`src/shared/sctg_pkg.sv`:
```
package sctg_pkg;
  // Latency fields are in command-clock cycles
  localparam int unsigned LAT_W = 6;
  localparam int unsigned SUM_W = 8;
  localparam logic [SUM_W-1:0] TERM_LAT_BACKOFF = 8'h02;
  localparam logic [SUM_W-1:0] WR_START_LONG = 8'h04;
  localparam logic [SUM_W-1:0] WR_START_FIXED_CHOP = 8'h02;
  localparam logic [SUM_W-1:0] RD_PRE_ONE = 8'h01;
  localparam logic [SUM_W-1:0] RD_PRE_TWO = 8'h02;
  // Far-side limits, in command-clock cycles except SELECT_TO_CMD_MIN_PS, which is in picoseconds
  localparam int unsigned TERM_HOLD_LONG_1CK = 6;
  localparam int unsigned TERM_HOLD_LONG_2CK = 7;
  localparam int unsigned TERM_HOLD_SHORT_1CK = 4;
  localparam int unsigned TERM_HOLD_SHORT_2CK = 5;
  localparam int unsigned LEVEL_FIRST_EDGE_DELAY = 40;
  localparam int unsigned LEVEL_STROBE_DRIVE_DELAY = 25;
  localparam int unsigned HALF_RATE_SYNC_EXTRA = 4;
  localparam int unsigned SELECT_TO_CMD_MIN_CK = 3;
  localparam int unsigned SELECT_TO_CMD_MIN_PS = 3748;
  localparam logic [LAT_W-1:0] LAT_MAX = 6'h3f;

  typedef logic [LAT_W-1:0] sctg_lat_t;

  // Clamp a wide sum into the delay-line range
  function automatic sctg_lat_t sctg_sat(input logic [SUM_W-1:0] v);
    sctg_lat_t r;
    r = (v > {2'h0, LAT_MAX}) ? LAT_MAX : v[LAT_W-1:0];
    return r;
  endfunction : sctg_sat
endpackage : sctg_pkg

```
`src/shared/sctg_delay_if.sv`:
```
`timescale 1ns/1ns
interface sctg_delay_if;
  import sctg_pkg::*;
  logic ck_rise;
  logic din;
  sctg_lat_t delay;
  logic dout;
  modport user (output ck_rise, output din, output delay, input dout);
  modport line (input ck_rise, input din, input delay, output dout);
endinterface : sctg_delay_if

```
`src/core/sctg_timing_guard.sv`:
```
// What this block does
// - Termination turns on write latency minus 2 clocks after request sampled high.
// - Termination turns off write latency minus 2 clocks after request drops.
// - Internal write starts write latency plus 4, or plus 2 with fixed chop.
// - Two-clock read preamble leaves high impedance one clock earlier.
`timescale 1ns/1ns
module sctg_timing_guard (
  input wire logic ref_clk,
  input wire logic reset_n,
  input wire logic link_ck,
  input wire logic termination_request,
  input wire logic write_cmd,
  input wire logic read_cmd,
  input wire logic fixed_burst_chop,
  input wire logic read_preamble_2ck,
  input wire sctg_pkg::sctg_lat_t column_write_latency,
  input wire sctg_pkg::sctg_lat_t additive_latency,
  input wire sctg_pkg::sctg_lat_t parity_latency,
  input wire sctg_pkg::sctg_lat_t cas_latency,
  output logic term_enable,
  output logic write_start,
  output logic strobe_lowz_start,
  output sctg_pkg::sctg_lat_t write_latency
);
  import sctg_pkg::*;

  // Pins cross into ref_clk through two flops; the third ck stage
  // only feeds the edge detector and never the first stage.
  // Reset level matches the idle-low clock, so no rise is invented
  logic [1:0] ck_sync_q, ck_sync_d;
  logic ck_prev_q, ck_prev_d;
  logic ck_rise;

  always_comb begin
    ck_sync_d = {ck_sync_q[0], link_ck};
    ck_prev_d = ck_sync_q[1];
  end

  always_ff @(posedge ref_clk or negedge reset_n) begin
    if (!reset_n) begin
      ck_sync_q <= 2'h0;
      ck_prev_q <= 1'b0;
    end else begin
      ck_sync_q <= ck_sync_d;
      ck_prev_q <= ck_prev_d;
    end
  end

  assign ck_rise = ck_sync_q[1] & ~ck_prev_q;

  // Command pins take the same two-flop path, so the level seen at
  // ck_rise is the one that stood at that command-clock rise
  logic [2:0] pin_m_q, pin_m_d;
  logic [2:0] pin_s_q, pin_s_d;

  always_comb begin
    pin_m_d = {read_cmd, write_cmd, termination_request};
    pin_s_d = pin_m_q;
  end

  always_ff @(posedge ref_clk or negedge reset_n) begin
    if (!reset_n) begin
      pin_m_q <= 3'h0;
      pin_s_q <= 3'h0;
    end else begin
      pin_m_q <= pin_m_d;
      pin_s_q <= pin_s_d;
    end
  end

  // Read latency stays full width so the preamble back-off acts
  // before saturation
  logic [SUM_W-1:0] wrlat_sum;
  logic [SUM_W-1:0] rdlat_q, rdlat_d;
  sctg_lat_t wrlat_q, wrlat_d;

  always_comb begin
    wrlat_sum = SUM_W'(column_write_latency) + SUM_W'(additive_latency)
      + SUM_W'(parity_latency);
    wrlat_d = sctg_sat(wrlat_sum);
    rdlat_d = SUM_W'(cas_latency) + SUM_W'(additive_latency)
      + SUM_W'(parity_latency);
  end

  always_ff @(posedge ref_clk or negedge reset_n) begin
    if (!reset_n) begin
      wrlat_q <= '0;
      rdlat_q <= '0;
    end else begin
      wrlat_q <= wrlat_d;
      rdlat_q <= rdlat_d;
    end
  end

  // Delay settings; short latencies clamp at zero instead of wrapping.
  // A config change retimes events in flight: the lines hold levels,
  // not deadlines
  logic [SUM_W-1:0] term_lat;
  logic [SUM_W-1:0] wr_off;
  logic [SUM_W-1:0] wr_lat;
  logic [SUM_W-1:0] rd_pre;
  logic [SUM_W-1:0] rd_lat;
  sctg_lat_t term_dly_q, term_dly_d;
  sctg_lat_t wr_dly_q, wr_dly_d;
  sctg_lat_t rd_dly_q, rd_dly_d;

  always_comb begin
    if (SUM_W'(wrlat_q) > TERM_LAT_BACKOFF) begin
      term_lat = SUM_W'(wrlat_q) - TERM_LAT_BACKOFF;
    end else begin
      term_lat = '0;
    end
    case (fixed_burst_chop)
      1'b1: wr_off = WR_START_FIXED_CHOP;
      default: wr_off = WR_START_LONG;
    endcase
    wr_lat = SUM_W'(wrlat_q) + wr_off;
    case (read_preamble_2ck)
      1'b1: rd_pre = RD_PRE_TWO;
      default: rd_pre = RD_PRE_ONE;
    endcase
    if (rdlat_q > rd_pre) begin
      rd_lat = rdlat_q - rd_pre;
    end else begin
      rd_lat = '0;
    end
    term_dly_d = sctg_sat(term_lat);
    wr_dly_d = sctg_sat(wr_lat);
    rd_dly_d = sctg_sat(rd_lat);
  end

  always_ff @(posedge ref_clk or negedge reset_n) begin
    if (!reset_n) begin
      term_dly_q <= '0;
      wr_dly_q <= '0;
      rd_dly_q <= '0;
    end else begin
      term_dly_q <= term_dly_d;
      wr_dly_q <= wr_dly_d;
      rd_dly_q <= rd_dly_d;
    end
  end

  sctg_delay_if term_if ();
  sctg_delay_if wr_if ();
  sctg_delay_if rd_if ();

  // The requested level is delayed as a whole, so on and off share one
  // latency and a request shorter than it still gets its full width
  assign term_if.ck_rise = ck_rise;
  assign term_if.din = pin_s_q[0];
  assign term_if.delay = term_dly_q;
  assign wr_if.ck_rise = ck_rise;
  assign wr_if.din = pin_s_q[1];
  assign wr_if.delay = wr_dly_q;
  assign rd_if.ck_rise = ck_rise;
  assign rd_if.din = pin_s_q[2];
  assign rd_if.delay = rd_dly_q;

  // Depth 64 covers every saturated latency
  sctg_ck_delay #(.DEPTH(64)) u_term_dly (
    .ref_clk(ref_clk),
    .reset_n(reset_n),
    .dl(term_if.line)
  );

  sctg_ck_delay #(.DEPTH(64)) u_wr_dly (
    .ref_clk(ref_clk),
    .reset_n(reset_n),
    .dl(wr_if.line)
  );

  sctg_ck_delay #(.DEPTH(64)) u_rd_dly (
    .ref_clk(ref_clk),
    .reset_n(reset_n),
    .dl(rd_if.line)
  );

  // Pulses last one ref_clk cycle at the chosen command-clock rise.
  // A line output settles one ref_clk after its rise, so the pulse
  // looks at it in the cycle after; reading it earlier adds a rise
  logic ck_rise_q, ck_rise_d;
  logic wr_pulse_q, wr_pulse_d;
  logic rd_pulse_q, rd_pulse_d;

  always_comb begin
    ck_rise_d = ck_rise;
    wr_pulse_d = ck_rise_q & wr_if.dout;
    rd_pulse_d = ck_rise_q & rd_if.dout;
  end

  always_ff @(posedge ref_clk or negedge reset_n) begin
    if (!reset_n) begin
      ck_rise_q <= 1'b0;
      wr_pulse_q <= 1'b0;
      rd_pulse_q <= 1'b0;
    end else begin
      ck_rise_q <= ck_rise_d;
      wr_pulse_q <= wr_pulse_d;
      rd_pulse_q <= rd_pulse_d;
    end
  end

  // All outputs come straight from flops
  assign term_enable = term_if.dout;
  assign write_start = wr_pulse_q;
  assign strobe_lowz_start = rd_pulse_q;
  assign write_latency = wrlat_q;
endmodule : sctg_timing_guard

```
`src/core/sctg_ck_delay.sv`:
```
`timescale 1ns/1ns
module sctg_ck_delay #(
  parameter int unsigned DEPTH = 64
) (
  input wire logic ref_clk,
  input wire logic reset_n,
  sctg_delay_if.line dl
);
  import sctg_pkg::*;

  logic [DEPTH-1:0] sr_q, sr_d;
  logic out_q, out_d;

  // Tap 0 holds the value sampled at the latest command-clock rise
  always_comb begin
    sr_d = sr_q;
    out_d = out_q;
    if (dl.ck_rise) begin
      sr_d = {sr_q[DEPTH-2:0], dl.din};
      out_d = sr_d[dl.delay];
    end
  end

  always_ff @(posedge ref_clk or negedge reset_n) begin
    if (!reset_n) begin
      sr_q <= '0;
      out_q <= 1'b0;
    end else begin
      sr_q <= sr_d;
      out_q <= out_d;
    end
  end

  assign dl.dout = out_q;
endmodule : sctg_ck_delay

```
`config.mk`:
```
export PLATFORM = sky130hd
export DESIGN_NAME = sctg_timing_guard
export DESIGN_NICKNAME = d
export VERILOG_FILES = /design/src/shared/sctg_pkg.sv /design/src/shared/sctg_delay_if.sv /design/src/core/sctg_timing_guard.sv /design/src/core/sctg_ck_delay.sv
export SDC_FILE = /design/constraint.sdc
export NUM_CORES = 1
export LEC_CHECK = 0
export ABC_AREA = 1
export CAP_MARGIN = 20
export CORE_ASPECT_RATIO = 0.9
export CORE_MARGIN = 10
export CORE_UTILIZATION = 55
export CTS_CLUSTER_SIZE = 24
export DETAILED_ROUTE_END_ITERATION = 8
export DONT_BUFFER_PORTS = 1
export PLACE_DENSITY = 0.75
export RECOVER_POWER = 100
export SLEW_MARGIN = 25
export SYNTH_ARGS = -nofsm -noshare
export SYNTH_HDL_FRONTEND = slang
export SYNTH_SLANG_ARGS = --single-unit
```
`constraint.sdc`:
```
create_clock -name ref_clk -period 2 [get_ports ref_clk]
set_input_delay 0 -clock ref_clk [delete_from_list [all_inputs] [get_ports ref_clk]]
set_output_delay 0 -clock ref_clk [all_outputs]
set_load 0.01 [all_outputs]
```
==> metrics.txt <==
Die W 172.5 µm; via count 9075; Min-Delay Path Class input pin to asynchronous set/reset pin; H-tree levels 1; number of antenna diodes 0; commonest non-fill, non-tap cell in the layout nand2_1; Peak VDD IR 674.9 µV; initial antenna violation count 0; crit end category flip-flop; Filler cells 1775; most frequent cells in the layout 802 x nand2_1, 236 x dfrtp_1, 178 x nand3_1; clk_lat worst skew 0.53 ns; Post-synth EDFFs 0; RePlAce Congestion 0.8083; power density over the cells 1059 mW/mm²; final setup vio count 0; first-pass GRT wire length 41770 µm; WL/cell 13.76 µm; Post-Synthesis Cells 1462; gr ovfl total 0; Ports 41; number of global-route vias before repair 8515; Layout Utilization 61.31%; Num CTS Buffers 26; clock skew 0.01829 ns; Post-Place Cells 1694; hold_buf cts 23; Clock Root Buffer clkbuf_16; Final min period 1.942 ns; NumNets Final 1522; GRT Overall Usage 17.83%; Req. time, crit path 2.40 ns; CP startpoint kind input pin; status finished with violations; ys async rst share 100.0%; Post-Syn Area 0.01152 mm²; kind of critical path input pin to flip-flop; crit path DAT 2.34 ns; top achievable clock speed 515.0 MHz; largest net degree at the start of global routing 237; Maximum Capacitance Violations 0; clk sinks 236; Starting Density 55.62%; Net Count, Synth 1525; fin cells 1762; Synth Flop Type dfrtp_1; DR DRC count 0; Syn Area/Cell 7.878 µm²; area grow syn2layout 10.22%; post-synth cell types 28; Total Wirelength 24240 µm; Synth Warn # 0; FF+latch count, synth 236; total power draw 13450 µW; LEAKAGE 0.006673 µW; Worst Tran Pin Value 0.8806 ns; DRT Pass-1 Iters 5; Worst setup startpoint cas_latency[1]; worst r2r src ck_prev_q; Clk pin slew, worst setup/hold paths 0.06 ns; Worst Path Max Fanout 2; Iter 0 DRT Violations 944; RSZ-0062 raised after global routing true; Die ar. 0.02714 mm²; core area 0.02071 mm²; sequential area share after synthesis 51.28%; Slew Limit Headroom 41.29%; Avg Vias per Cell 5.150; layout cell share with drive strength beyond 1 4.878%; final HPWL from detailed placement 14470 µm; die height 157.3 µm; Max Slew Vio Count 0; Post-CTS Setup Inserts 0; violated checks negative hold slack; hold slack -0.8257 ns; Post-DRT Antenna Nets 0; Rows 50; Buffers on Ports 0; clk buf depth 3; Tcrit/Tclk final 97.09%; CTS tree yes; Hold Vio Cnt, Final 236
[what timing repair did]
item | in CTS | in global routing
setup endpoints to repair | 0 | 7
endpoints found under the hold margin | 257 | 236
gates resized for setup | 0 | 11
[per-stage QoR]
step / worst slack (ns) / TNS [ns] / cell area [µm²]
after detailed placement: -0.1234 / -0.6675 / 11610
after global placement: -0.04330 / -0.2127 / 11610
final: 0.05825 / 0 / 12690
after global routing: -0.01261 / -0.01371 / 12690
after CTS: 0.04592 / 0 / 12670
after floorplan: 0.03690 / 0 / 11520
[routing by layer]
layer  share of wire, %  global-route usage [%]  up-vias
met5                  0                       0        -
met4                1.5                   3.641        0
met3                5.0                   3.545       34
met2                 48                   28.89      176
met1                 45                   24.52     4333
li1                   -                       -     4532
[worst max-delay path, cell delays in order]
cell,delay [ns]
dlygate4sd3_1,0.57
fa_2,0.44
ha_1,0.22
nand3_1,0.09
nand2_2,0.07
a21oi_2,0.15
o21ai_2,0.07
xor2_1,0.16
dlygate4sd3_1,0.56
[cells in the mapped netlist, types with 2 or more instances]
| library cell | instances | area share [%] |
|---|---|---|
| inv_1 | 55 | 1.8 |
| nand3b_1 | 2 | 0.13 |
| fa_1 | 16 | 2.8 |
| dfrtp_1 | 236 | 51 |
| inv_4 | 3 | 0.16 |
| or2_1 | 5 | 0.27 |
| nand3_1 | 178 | 7.7 |
| buf_6 | 15 | 1.5 |
| clkbuf_1 | 4 | 0.13 |
| buf_4 | 12 | 0.78 |
| nor2_1 | 16 | 0.52 |
| o21ai_0 | 23 | 1.0 |
| xor2_1 | 12 | 0.91 |
| inv_6 | 2 | 0.15 |
| a21oi_1 | 7 | 0.30 |
| buf_2 | 44 | 1.9 |
| nand2_1 | 803 | 26 |
| ha_1 | 15 | 1.6 |
| nand4_1 | 3 | 0.16 |
| xnor2_1 | 3 | 0.23 |
[flip-flops by register name, indices dropped and copies added (netlist names), 3 cells and up]
register and count:
pin_m_q 3, pin_s_q 3, rd_dly_q 6, rdlat_q 8, term_dly_q 6, u_rd_dly.sr_q 63, u_term_dly.sr_q 63, u_wr_dly.sr_q 63
wr_dly_q 6, write_latency 6
[cell type report]
| type | count | area, µm² | share of cell area, % |
|---|---|---|---|
| repair buffers | 44 | 446.7 | 3.519 |
| inverters | 61 | 246.5 | 1.942 |
| multi-input cells | 1090 | 4908 | 38.67 |
| well taps | 286 | 357.8 | 2.819 |
| clock inverters | 6 | 58.81 | 0.4632 |
| flip-flops and latches | 236 | 5906 | 46.52 |
| clock buffers | 39 | 770.7 | 6.071 |
[report_power, final]
group / leakage, µW / switching [µW] / internal, µW
registers: 0.00314 / 467 / 5230
clock network: 0.000411 / 1840 / 2770
logic: 0.00312 / 1980 / 1160
total: 0.00667 / 4290 / 9160
[logic make-up (layout without fill, tap and decap cells)]
family                   after synthesis  after routing  share of synthesized area (%)
buffers and inverters                136            150                          6.431
flip-flops                           236            236                          51.28
XOR/XNOR                              15             15                          1.141
AO/OA/AOI/OAI                         35             35                          1.640
AND/OR/NAND/NOR                     1009           1009                          35.10
adder cells (fa/ha/maj)               31             31                          4.411
[final timing paths]
kind	endpoint	slack, ns	cells past startpoint
max	rdlat_q[6]	0.06	9
min	u_rd_dly.sr_q[57]	-0.83	0
max reg2reg	u_term_dly.sr_q[0]	0.16	5
min reg2reg	pin_s_q[2]	0.34	0
max in group asynchronous	u_wr_dly.sr_q[12]	2.21	0
min in group ref_clk	write_latency[2]	0	3
(Power assumes the default switching activity.)
